## src/rtl/agot_pkg.sv

```systemverilog
// Constants and carrier types of the ADC gain and offset trim block
package agot_pkg;
	localparam int unsigned SMP_W      = 14;
	localparam int unsigned TRIM_W     = 16;
	localparam int unsigned GAIN_W     = 5;
	localparam int unsigned OFS_W      = 10;
	localparam int unsigned MULT_W     = 16;
	localparam int unsigned FRAC_W     = 14;
	localparam int unsigned DIFF_W     = SMP_W + 2;
	localparam int unsigned PROD_W     = DIFF_W + MULT_W + 1;
	localparam int unsigned APB_AW     = 8;
	localparam int unsigned IDX_W      = 6;
	localparam int unsigned FIFO_DEPTH = 8;
	localparam int unsigned GAIN_EN_BIT = 12;
	localparam int unsigned OFS_EN_BIT  = 8;
	// Register indices; byte address is four times the index
	localparam logic [IDX_W-1:0] IDX_CFG3  = 6'h03;
	localparam logic [IDX_W-1:0] IDX_CH13E = 6'h32;
	localparam logic [IDX_W-1:0] IDX_CH14O = 6'h33;
	localparam logic [IDX_W-1:0] IDX_CH14E = 6'h34;
	localparam logic [IDX_W-1:0] IDX_RES   = 6'h3D;
	localparam logic [IDX_W-1:0] IDX_STAT  = 6'h3E;
	localparam logic [TRIM_W-1:0] TRIM_RST = 16'h0000;
	localparam logic [MULT_W-1:0] UNITY    = 16'h4000;
	localparam logic signed [PROD_W-1:0] RND  = 33'sh0_0000_2000;
	localparam logic signed [PROD_W-1:0] SMAX = 33'sh0_0000_1FFF;
	localparam logic signed [PROD_W-1:0] SMIN = -33'sh0_0000_2000;
	// Linear factor 10^(N*0.01) in steps of 0.2 dB, scaled by 2^14
	localparam logic [MULT_W-1:0] GAIN_LUT [0:31] = '{
		16'h4000, 16'h417E, 16'h4304, 16'h4494, 16'h462D, 16'h47CF,
		16'h497B, 16'h4B32, 16'h4CF2, 16'h4EBD, 16'h5092, 16'h5273,
		16'h545E, 16'h5655, 16'h5858, 16'h5A67, 16'h5C82, 16'h5EAA,
		16'h60DE, 16'h6320, 16'h6570, 16'h67CD, 16'h6A37, 16'h6CB0,
		16'h6F38, 16'h71CF, 16'h7475, 16'h772C, 16'h79F3, 16'h7CCA,
		16'h7FB2, 16'h82AC};
	typedef enum logic [1:0] {STR_CH13E, STR_CH14O, STR_CH14E}
		agot_stream_t;
	typedef enum logic [1:0] {RES_14, RES_12, RES_10} agot_res_t;
	localparam agot_res_t RES_RST = RES_14;
	typedef struct packed {
		agot_stream_t             stream;
		logic signed [SMP_W-1:0]  data;
	} agot_sample_t;
	typedef struct packed {
		logic [GAIN_W-1:0] gain;
		logic              rsvd;
		logic [OFS_W-1:0]  ofs;
	} agot_trim_t;
endpackage : agot_pkg

```

## src/rtl/agot_trim.sv

```systemverilog
// Sample FIFO and the gain and offset trim top with its APB slave
//
// Design decision made here: the APB slave port.
`timescale 1ns/1ps

module agot_fifo #(
	parameter int unsigned W     = 16,
	parameter int unsigned DEPTH = 8
) (
	input  logic                   clock,
	input  logic                   rst_b,
	input  logic                   in_valid,
	output logic                   in_ready,
	input  logic [W-1:0]           in_data,
	output logic                   out_valid,
	input  logic                   out_ready,
	output logic [W-1:0]           out_data,
	output logic [$clog2(DEPTH):0] level
);
	localparam int unsigned AW = $clog2(DEPTH);
	logic [W-1:0] mem [0:DEPTH-1];
	logic [AW:0]  wr_r;
	logic [AW:0]  rd_r;
	logic [AW:0]  wr_nxt;
	logic [AW:0]  rd_nxt;
	logic         push;
	logic         pop;

	always_comb begin
		level     = wr_r - rd_r;
		in_ready  = level != (AW+1)'(DEPTH);
		out_valid = level != '0;
		push      = in_valid && in_ready;
		pop       = out_valid && out_ready;
		wr_nxt    = push ? wr_r + 1'b1 : wr_r;
		rd_nxt    = pop ? rd_r + 1'b1 : rd_r;
		out_data  = mem[rd_r[AW-1:0]];
	end

	always_ff @(posedge clock or negedge rst_b) begin
		if (!rst_b) begin
			wr_r <= '0;
			rd_r <= '0;
		end else begin
			wr_r <= wr_nxt;
			rd_r <= rd_nxt;
		end
	end

	always_ff @(posedge clock) begin
		if (push) begin
			mem[wr_r[AW-1:0]] <= in_data;
		end
	end
endmodule : agot_fifo

module agot_trim (
	input  logic                     clock,
	input  logic                     rst_b,
	input  logic                     psel,
	input  logic                     penable,
	input  logic                     pwrite,
	input  logic [agot_pkg::APB_AW-1:0] paddr,
	input  logic [31:0]              pwdata,
	output logic [31:0]              prdata,
	output logic                     pready,
	output logic                     pslverr,
	input  logic                     in_valid,
	output logic                     in_ready,
	input  agot_pkg::agot_sample_t   in_smp,
	output logic                     out_valid,
	input  logic                     out_ready,
	output agot_pkg::agot_sample_t   out_smp
);
	import agot_pkg::*;

	localparam int unsigned SW = $bits(agot_sample_t);

	function automatic logic [SMP_W-1:0] res_mask(input agot_res_t r);
		case (r)
			RES_12:  res_mask = 14'h3FFC;
			RES_10:  res_mask = 14'h3FF0;
			default: res_mask = 14'h3FFF;
		endcase
	endfunction : res_mask

	function automatic logic signed [SMP_W-1:0] trim_calc(
		input logic signed [SMP_W-1:0] d,
		input agot_trim_t              t,
		input logic                    g_en,
		input logic                    o_en,
		input agot_res_t               r);
		logic signed [DIFF_W-1:0] diff;
		logic signed [PROD_W-1:0] prod;
		logic [MULT_W-1:0]        mult;
		logic signed [SMP_W-1:0]  sat;
		diff = {{2{d[SMP_W-1]}}, d};
		if (o_en) begin
			diff = diff - {{(DIFF_W-OFS_W){t.ofs[OFS_W-1]}}, t.ofs};
		end
		mult = g_en ? GAIN_LUT[t.gain] : UNITY;
		prod = diff * $signed({1'b0, mult});
		prod = (prod + RND) >>> FRAC_W;
		if (prod > SMAX) begin
			sat = SMAX[SMP_W-1:0];
		end else if (prod < SMIN) begin
			sat = SMIN[SMP_W-1:0];
		end else begin
			sat = prod[SMP_W-1:0];
		end
		trim_calc = sat & res_mask(r);
	endfunction : trim_calc

	logic                rst_s1_r;
	logic                rst_sync_b;
	agot_trim_t          trim_r [0:2];
	agot_trim_t          trim_nxt [0:2];
	logic                gain_en_r;
	logic                gain_en_nxt;
	logic                ofs_en_r;
	logic                ofs_en_nxt;
	agot_res_t           res_r;
	agot_res_t           res_nxt;
	logic [31:0]         prdata_r;
	logic [31:0]         prdata_nxt;
	logic                pslverr_r;
	logic                pslverr_nxt;
	agot_sample_t        stg_r;
	agot_sample_t        stg_nxt;
	logic                stg_vld_r;
	logic                stg_vld_nxt;
	logic [IDX_W-1:0]    idx;
	logic                hit;
	logic                wr_acc;
	logic                setup;
	logic [31:0]         rdata;
	agot_trim_t          sel_trim;
	logic                in_fire;
	logic                fifo_ready;
	logic [$clog2(FIFO_DEPTH):0] fifo_level;
	logic signed [SMP_W-1:0] in_data;

	always_ff @(posedge clock or negedge rst_b) begin
		if (!rst_b) begin
			rst_s1_r   <= 1'b0;
			rst_sync_b <= 1'b0;
		end else begin
			rst_s1_r   <= 1'b1;
			rst_sync_b <= rst_s1_r;
		end
	end

	// Register decode and read mux
	always_comb begin
		idx   = paddr[APB_AW-1:2];
		setup = psel && !penable;
		hit   = paddr[1:0] == 2'h0;
		rdata = '0;
		case (idx)
			IDX_CFG3: begin
				rdata[GAIN_EN_BIT] = gain_en_r;
				rdata[OFS_EN_BIT]  = ofs_en_r;
			end
			IDX_CH13E: rdata[TRIM_W-1:0] = trim_r[0];
			IDX_CH14O: rdata[TRIM_W-1:0] = trim_r[1];
			IDX_CH14E: rdata[TRIM_W-1:0] = trim_r[2];
			IDX_RES:   rdata[1:0] = res_r;
			IDX_STAT: begin
				rdata[$clog2(FIFO_DEPTH):0] = fifo_level;
				rdata[8] = stg_vld_r;
			end
			default: hit = 1'b0;
		endcase
		wr_acc = psel && penable && pwrite && hit;
	end

	// Register next state
	always_comb begin
		trim_nxt    = trim_r;
		gain_en_nxt = gain_en_r;
		ofs_en_nxt  = ofs_en_r;
		res_nxt     = res_r;
		prdata_nxt  = setup ? rdata : prdata_r;
		pslverr_nxt = setup ? !hit : pslverr_r;
		if (wr_acc) begin
			case (idx)
				IDX_CFG3: begin
					gain_en_nxt = pwdata[GAIN_EN_BIT];
					ofs_en_nxt  = pwdata[OFS_EN_BIT];
				end
				IDX_CH13E: trim_nxt[0] = pwdata[TRIM_W-1:0];
				IDX_CH14O: trim_nxt[1] = pwdata[TRIM_W-1:0];
				IDX_CH14E: trim_nxt[2] = pwdata[TRIM_W-1:0];
				IDX_RES: begin
					if (pwdata[1:0] != 2'h3) begin
						res_nxt = agot_res_t'(pwdata[1:0]);
					end
				end
				default: ;
			endcase
		end
	end

	always_ff @(posedge clock or negedge rst_sync_b) begin
		if (!rst_sync_b) begin
			trim_r    <= '{default: TRIM_RST};
			gain_en_r <= 1'b0;
			ofs_en_r  <= 1'b0;
			res_r     <= RES_RST;
			prdata_r  <= '0;
			pslverr_r <= 1'b0;
		end else begin
			trim_r    <= trim_nxt;
			gain_en_r <= gain_en_nxt;
			ofs_en_r  <= ofs_en_nxt;
			res_r     <= res_nxt;
			prdata_r  <= prdata_nxt;
			pslverr_r <= pslverr_nxt;
		end
	end

	assign prdata  = prdata_r;
	assign pslverr = pslverr_r;
	assign pready  = 1'b1;

	// Trim stage ahead of the FIFO
	always_comb begin
		in_data = in_smp.data;
		case (in_smp.stream)
			STR_CH13E: sel_trim = trim_r[0];
			STR_CH14O: sel_trim = trim_r[1];
			STR_CH14E: sel_trim = trim_r[2];
			default:   sel_trim = TRIM_RST;
		endcase
		in_ready    = !stg_vld_r || fifo_ready;
		in_fire     = in_valid && in_ready;
		stg_nxt     = stg_r;
		stg_vld_nxt = stg_vld_r && !fifo_ready;
		if (in_fire) begin
			stg_vld_nxt   = 1'b1;
			stg_nxt.stream = in_smp.stream;
			stg_nxt.data  = trim_calc(in_data, sel_trim, gain_en_r,
				ofs_en_r, res_r);
		end
	end

	always_ff @(posedge clock or negedge rst_sync_b) begin
		if (!rst_sync_b) begin
			stg_r     <= '0;
			stg_vld_r <= 1'b0;
		end else begin
			stg_r     <= stg_nxt;
			stg_vld_r <= stg_vld_nxt;
		end
	end

	agot_fifo #(
		.W     (SW),
		.DEPTH (FIFO_DEPTH)
	) u_fifo (
		.clock     (clock),
		.rst_b     (rst_sync_b),
		.in_valid  (stg_vld_r),
		.in_ready  (fifo_ready),
		.in_data   (stg_r),
		.out_valid (out_valid),
		.out_ready (out_ready),
		.out_data  (out_smp),
		.level     (fifo_level)
	);
endmodule : agot_trim

```

## config.mk

```make
export PLATFORM = sky130hd
export DESIGN_NAME = agot_trim
export DESIGN_NICKNAME = d
export VERILOG_FILES = /design/src/rtl/agot_pkg.sv /design/src/rtl/agot_trim.sv
export SDC_FILE = /design/constraint.sdc
export NUM_CORES = 1
export LEC_CHECK = 0
export BUFFER_PORTS_ARGS = -buffer_cell sky130_fd_sc_hd__buf_2
export CELL_PAD_IN_SITES_DETAIL_PLACEMENT = 0
export CELL_PAD_IN_SITES_GLOBAL_PLACEMENT = 1
export CORE_ASPECT_RATIO = 0.6
export CORE_MARGIN = 2
export CORE_UTILIZATION = 46
export CTS_BUF_LIST = sky130_fd_sc_hd__clkbuf_2 sky130_fd_sc_hd__clkbuf_4 sky130_fd_sc_hd__clkbuf_8
export DETAILED_ROUTE_END_ITERATION = 8
export PLACE_DENSITY_LB_ADDON = 0.1
export SYNTH_ARGS = -nofsm -noshare
export SYNTH_HDL_FRONTEND = slang
export SYNTH_SLANG_ARGS = --single-unit
```

## constraint.sdc

```tcl
create_clock -name clock -period 2.62 [get_ports clock]
set_input_delay 0.655 -clock clock [delete_from_list [all_inputs] [get_ports clock]]
set_output_delay 0.655 -clock clock [all_outputs]
set_load 0.005 [all_outputs]
```

# [Word level (Yosys, flattened, before mapping)]
# Memories as Yosys holds them, arrays and structs flattened.
# Index checks and enable logic that the tools add are counted.
[word_totals] in_bits=63 ff_bits=96 ramBits=128 n_memories=2 mem_bits_ro=512 elab_cells=90
[memory_table] name="(name not given)" depth=32 width=16 rd=1 rd_ports_with_merged_regs=0 write_ports=0 line="agot_trim.sv:101" source="mult = g_en ? GAIN_LUT[t.gain] : UNITY;"
[memory_table] name="u_fifo.mem" depth=8 width=16 rd=1 rd_ports_with_merged_regs=0 write_ports=1 line="agot_trim.sv:21" source="logic [W-1:0] mem [0:DEPTH-1];"
[op_classes] n_reduce_logical=22 multipliers=1 order_cmp=3 eq_ne=12 bitwise=2 muxes=22 add_sub_neg=5
[op_table] cell="16-bit two-way mux" count=5
[op_table] cell="14-bit two-way mux" count=4
[op_table] cell="16-bit one-hot mux with 3 select lines" count=1
[op_table] cell="33-bit by 15-bit adder with 33-bit output, second input constant" count=1
[op_table] cell="16-bit by 17-bit multiplier with 33-bit output" count=1
[op_table] cell="6-bit equality test, second input constant" count=5
[op_table] cell="19-bit by 14-bit greater-than comparator with 1-bit output, second input constant" count=1
[op_table] cell="19-bit by 14-bit < comparator with 1-bit output, second input constant" count=1
[op_table] cell="3-bit one-hot mux with 3 select lines" count=2
[op_table] cell="14-bit by 10-bit subtractor with 15-bit output" count=1
[op_table] cell="14-bit AND" count=1
[op_table] cell="4-bit one-hot mux with 3 select lines" count=1
[op_table] cell="2-bit one-hot mux with 5 select lines" count=1
[op_table] cell="4-bit by 1-bit adder with 4-bit output, second input constant" count=2
[op_table] cell="1-bit logical AND" count=8
[op_table] cell="2-bit one-hot mux with 4 select lines" count=1
[op_table] cell="4-bit one-hot mux with 2 select lines" count=1
[op_table] cell="2-bit AND reduction" count=4
[op_table] cell="6-bit by 2-bit equality test with 1-bit output, second input constant" count=1
[op_table] cell="6-bit >= comparator, second input constant" count=1
[op_table] cell="5-bit inverter with 6-bit output" count=1
[op_table] cell="6-bit OR reduction" count=1
[op_table] cell="1-bit one-hot mux with 5 select lines" count=1
[op_table] cell="2-bit by 1-bit equality test with 1-bit output, second input constant" count=2
[op_table] cell="11 further kinds" count=19

# [Depth between registers and ports, before layout]
[logic_depth] ltp_word=14 mapped_depth=44 depth_no_buf=39

# [Cells and area by module]
# Synthesis repeated with hierarchy kept, for this count alone.
[unflattened] cells_unflattened=1932 hier_area_um2=19911.6
[by_module_without_submodules] mod="agot_trim" area_per_inst_um2=14492.6 cells_each=1648 instances=1
[by_module_without_submodules] mod="agot_fifo" area_per_inst_um2=5418.9 cells_each=284 instances=1

# [Worst setup path before layout]
# No wires, ideal clock.
[synth_path] path_kind="input to register" start="input in_smp[14] (netlist bit)" end="register stg_r[1] (netlist bit)" path_stages=42 t_arrival_ns=9.980 required_ns=2.475 path_buffers=7 slack_ns=-7.506 path_cell_list="buf_4 > buf_6 > clkbuf_1 > mux2i_1 > o21ai_0 > ha_1 > inv_1 > fa_1 > nand3_1 > nand2_1 > a31oi_1 > o21ai_0 > o311ai_0 > and2_1 > a31oi_1 > or2_2 > clkbuf_1 > inv_1 > (+6 left out) > fa_1 > fa_1 > inv_1 > fa_1 > inv_1 > ha_1 > clkbuf_1 > nand4_1 > or2_2 > nor2_1 > nand2_1 > a2111oi_0 > o31ai_1 > a31oi_1 > xor2_1 > a21boi_1 > buf_6 > o311ai_2"
[synth_via] elab_chain_len=14
[synth_rtl] item="start: declaration" line="agot_trim.sv:70" source="input agot_pkg::agot_sample_t in_smp,"
[synth_rtl] item="2-bit equality test (tied with other cells)" line="agot_trim.sv:229" source="case (in_smp.stream)"
[synth_rtl] item="16-bit one-hot mux with 3 select lines *" line="agot_trim.sv:229"
[synth_rtl] item="5-bit inverter with 6-bit output (not written as such)" line="agot_trim.sv:101"
[synth_rtl] item="memory read 32 x 16 bit"
[synth_rtl] item="16-bit two-way mux (not written as such) (2 in a row)" line="agot_trim.sv:101"
[synth_rtl] item="16-bit two-way mux" line="agot_trim.sv:101"
[synth_rtl] item="16-bit by 17-bit multiplier with 33-bit output *" line="agot_trim.sv:102" source="prod = diff * $signed({1'b0, mult});"
[synth_rtl] item="33-bit by 15-bit adder with 33-bit output *" line="agot_trim.sv:103" source="prod = (prod + RND) >>> FRAC_W;"
[synth_rtl] item="19-bit by 14-bit < comparator with 1-bit output" line="agot_trim.sv:106" source="end else if (prod < SMIN) begin"
[synth_rtl] item="14-bit two-way mux" line="agot_trim.sv:106"
[synth_rtl] item="14-bit two-way mux *" line="agot_trim.sv:104" source="if (prod > SMAX) begin"
[synth_rtl] item="14-bit two-way mux *" line="agot_trim.sv:239" source="if (in_fire) begin"
[synth_rtl] item="14-bit AND *" line="agot_trim.sv:111" source="trim_calc = sat & res_mask(r);"
[synth_rtl] item="end signal: assignment" line="agot_trim.sv:252" source="stg_r <= stg_nxt;"
[synth_rtl] item="end: declaration" line="agot_trim.sv:128" source="agot_sample_t stg_r;"
# Mark *: on every way between the ends. The rest lies on a longest branch, timed or not. The select of a mux whose other input is x is not followed.
# A chain may end at the register's enable or synchronous reset.

# [Worst setup path in the final report]
[layout_path] start="register trim_r[33] (netlist bit)" end="register stg_r[12] (netlist bit)"
[layout_via] elab_chain_len=11
[layout_rtl] item="start: declaration" line="agot_trim.sv:116" source="agot_trim_t trim_r [0:2];"
[layout_rtl] item="start signal: assignment" line="agot_trim.sv:213" source="trim_r <= trim_nxt;"
[layout_rtl] item="16-bit one-hot mux with 3 select lines *" line="agot_trim.sv:229"
[layout_rtl] item="14-bit by 10-bit subtractor with 15-bit output *" line="agot_trim.sv:99" source="diff = diff - {{(DIFF_W-OFS_W){t.ofs[OFS_W-1]}}, t.ofs};"
[layout_rtl] item="16-bit two-way mux *" line="agot_trim.sv:98" source="if (o_en) begin"
[layout_rtl] item="16-bit two-way mux *" line="agot_trim.sv:239"
[layout_rtl] item="16-bit by 17-bit multiplier with 33-bit output *" line="agot_trim.sv:102"
[layout_rtl] item="33-bit by 15-bit adder with 33-bit output *" line="agot_trim.sv:103"
[layout_rtl] item="19-bit by 14-bit < comparator with 1-bit output" line="agot_trim.sv:106"
[layout_rtl] item="14-bit two-way mux" line="agot_trim.sv:106"
[layout_rtl] item="14-bit two-way mux *" line="agot_trim.sv:104"
[layout_rtl] item="14-bit two-way mux *" line="agot_trim.sv:239"
[layout_rtl] item="14-bit AND *" line="agot_trim.sv:111"
# Marks and branches as above.

==> out/results.txt <==
Skew-Pair Late Insertion Delay - 0.60 ns
Residual DRC - 0
CTS tree - yes
Compound-Gate Fraction of Synth Area - 0.0986
Reg-to-reg endpoint - stg_r[12]
First-pass GRT wire length - 95.5 mm
Post-synth EDFFs - 128
Delay of the slowest cell on the worst path - 0.51 ns
Primary FF master, synth - edfxtp_1
Status - finished, violations left
Synth Area in XOR/XNOR - 0.0170
Top cell type's share of synthesized area - 0.196
Clk buf depth - 3
R2r startpoint - trim_r[33]
Synth Area in Simple Gates - 0.131
Gpl congestion - 0.929
Failing checks - setup timing
Final std cells w/o fill - 3,064
Setup WS pre-CTS - -6.83 ns
Post-layout util - 0.605
Via count - 16,400
Final setup viols - 32
Core area - 43,200 um^2
Power per cell area - 530 nW/um^2
Clk root buf - clkbuf_8
Arrival time at the worst endpoint - 9.10 ns
DIE HEIGHT - 166 um
H-tree levels - 1
Peak VDD IR - 0.000565 V
Most frequent cell after synthesis - nand2_1
Leak - 12.3 nW
Worst Skew - 0.0338 ns
Ranking of synthesized cells by area - fa_1 (20%), edfxtp_1 (19%), dfrtp_1 (12%)
Number of unique standard cell types used by synthesis - 74
Cell mode on critical path - fa_1
Synth Area per Inst - 10.1 um^2
CP max FO - 8
Multiplexer share of the synthesized area - 0.0803
Proportion of layout cells with a drive suffix above 1 - 0.340
Reg2Reg Depth - 36
Initial drt markers - 1,458
Boundary pin count - 115
Number of diodes - 0
Max_cap viols - 0
Largest family of logic cells by synthesized area - adder cells
Dpl hpwl - 49.2 mm
Final count of hold timing violations - 0
Reg clk slew, reported paths - 0.08 ns
Total GRT Usage - 0.273
Initial antenna violation count - 1
Worst path required time - 3.08 ns
DRT Pass-1 Iters - 6
Seq/Total Area, Yosys - 0.311
Layout fillers - 3,623
Clock buffer count from CTS - 30
Max_slew headroom - 0.520
Pins Over Slew Limit - 0
Power, Total - 13.8 mW
Grt ovf - 0
Final worst-path cycle share - 3.30
Critical path class - reg2reg
R2R setup slack - -6.02 ns
# nets final - 2,869
WL/cell - 20.2 um
Placed cell area - 24,500 um^2
Clock Sinks - 224
Max Fclk - 116 MHz
Largest area contributor in the netlist - fa_1
Async S/R FF share, synth - 0.429
Placed cells - 2,967
Startpoint types - flop
Adder-cell share of the synthesized area - 0.289
Worst setup EP type - flop
Post-DRT Antenna Nets - 0
Starting Density - 0.464
Syn Inst Count - 1,982
Via density - 5.34
Final critical-path setup slack - -6.02 ns
Routed WL - 61.8 mm
Die W - 274 um
Largest net degree at the start of global routing - 35
Yosys reg bits - 224
Worst Max-Slew Pin Slew - 0.710 ns
Vias in the first global route - 16,700
Area grow syn2layout - 30.2%
PortBufs - 81
Worst hold path type - reg2async
RSZ-0062 raised after global routing - yes
Ys Warns - 0
Row count - 59
Final Cell Area - 26,100 um^2
Slowest-stage cell, CP - fa_1
Fin crit period - 8.64 ns
Commonest cells in the synthesized netlist - nand2_1 (260), inv_1 (253), nor2_1 (201)
Mapped cell area - 20,100 um^2
Die Area - 45,300 um^2
==> flip-flops by register name (all words and copies together), names as in the netlist <==
| signal | cells |
|---|---|
| trim_r | 48 |
| u_fifo.mem | 128 |
| stg_r | 16 |
| u_fifo.rd_r | 4 |
| rst_sync_b | 1 |
| u_fifo.wr_r | 4 |
| pslverr | 1 |
| res_r | 2 |
| gain_en_r | 1 |
| ofs_en_r | 1 |
| rst_s1_r | 1 |
| stg_vld_r | 1 |
| prdata | 16 |
==> power by group <==
group          total (mW)  leakage, nW  switching (mW)  internal [mW]
sequential           5.18         2.40           0.521           4.66
combinational        5.77         9.51            2.95           2.82
clock                2.88        0.345            1.38           1.50
==> metal layers <==
| metal | vias up | share of wire | track usage |
|---|---|---|---|
| li1 | 7633 | - | - |
| met1 | 8076 | 0.50 | 0.439 |
| met2 | 587 | 0.39 | 0.372 |
| met3 | 57 | 0.10 | 0.0794 |
| met4 | 0 | 0.0095 | 0.0287 |
| met5 | - | 0 | 0 |
==> placed cells by master (no fill, tap or decap), types with 23 or more instances in the layout <==
cell	Yosys	layout
edfxtp_1	128	128
a21o_1	33	33
buf_4	19	420
clkbuf_8	0	33
mux4_2	32	32
nand3_1	25	23
mux2i_1	26	26
ha_1	149	138
buf_12	0	23
nand2_1	260	228
buf_2	3	78
nor2_1	201	192
a21oi_1	66	56
xnor2_1	28	24
o21ai_0	44	30
dfrtp_1	96	92
mux2_2	56	56
fa_1	196	190
nand2_2	0	27
inv_1	253	241
==> worst max-delay path, delay by kind of cell, from the launching register on <==
| kind | cells | cell delay [ns] |
|---|---|---|
| fa+ha+maj | 8 | 3.34 |
| compound gates | 15 | 2.98 |
| flops | 1 | 0.39 |
| buf+inv | 5 | 0.60 |
| simple gates | 7 | 1.07 |
| mux | 1 | 0.14 |
==> area by class of cell <==
cell class,count,area [um^2],area share
clock buffers,49,574,0.0220
clock inverters,7,80.1,0.00307
inverters,255,976,0.0374
multi-input cells,1412,13300,0.508
flip-flops and latches,224,6250,0.240
well taps,579,724,0.0277
repair buffers,538,4240,0.163
==> timing repair <==
action,4_1_cts,5_1_grt
gates cloned,5,2
pin swaps,51,46
buffers inserted,19,18
hold endpoints to repair,2,0
endpoints found under the setup margin,32,89
resized for setup,69,68
hold buffers,1,0
==> metrics by stage <==
step	hold slack (ns)	setup TNS (ns)
finish	0.302	-87.26
CTS	0.308	-87.29
global placement	0.308	-95.80
global route	0.316	-94.06
floorplan	0.331	-91.52
detailed placement	0.317	-97.80
==> logic make-up (layout without fill, tap and decap cells) <==
family | count (synthesis) | in the layout
and+or+nand+nor | 611 | 611
buffers and inverters | 362 | 849
adders and majority gates | 345 | 345
AOI/OAI and AO/OA | 285 | 285
DFF | 224 | 224
muxes | 114 | 114
xor gates and xnor gates | 39 | 39
other | 2 | 18
==> worst max path at each step <==
| stage | start | endpoint | slack (ns) |
|---|---|---|---|
| floorplan | in_smp[14] | stg_r[10] | -6.45 |
| global placement | in_smp[14] | stg_r[2] | -6.72 |
| detailed placement | in_smp[14] | stg_r[7] | -6.83 |
| CTS | trim_r[17] | stg_r[0] | -5.97 |
| global route | trim_r[17] | stg_r[4] | -6.38 |
| finish | trim_r[33] | stg_r[12] | -6.02 |
No activity file was read; power rests on OpenSTA's default activity.
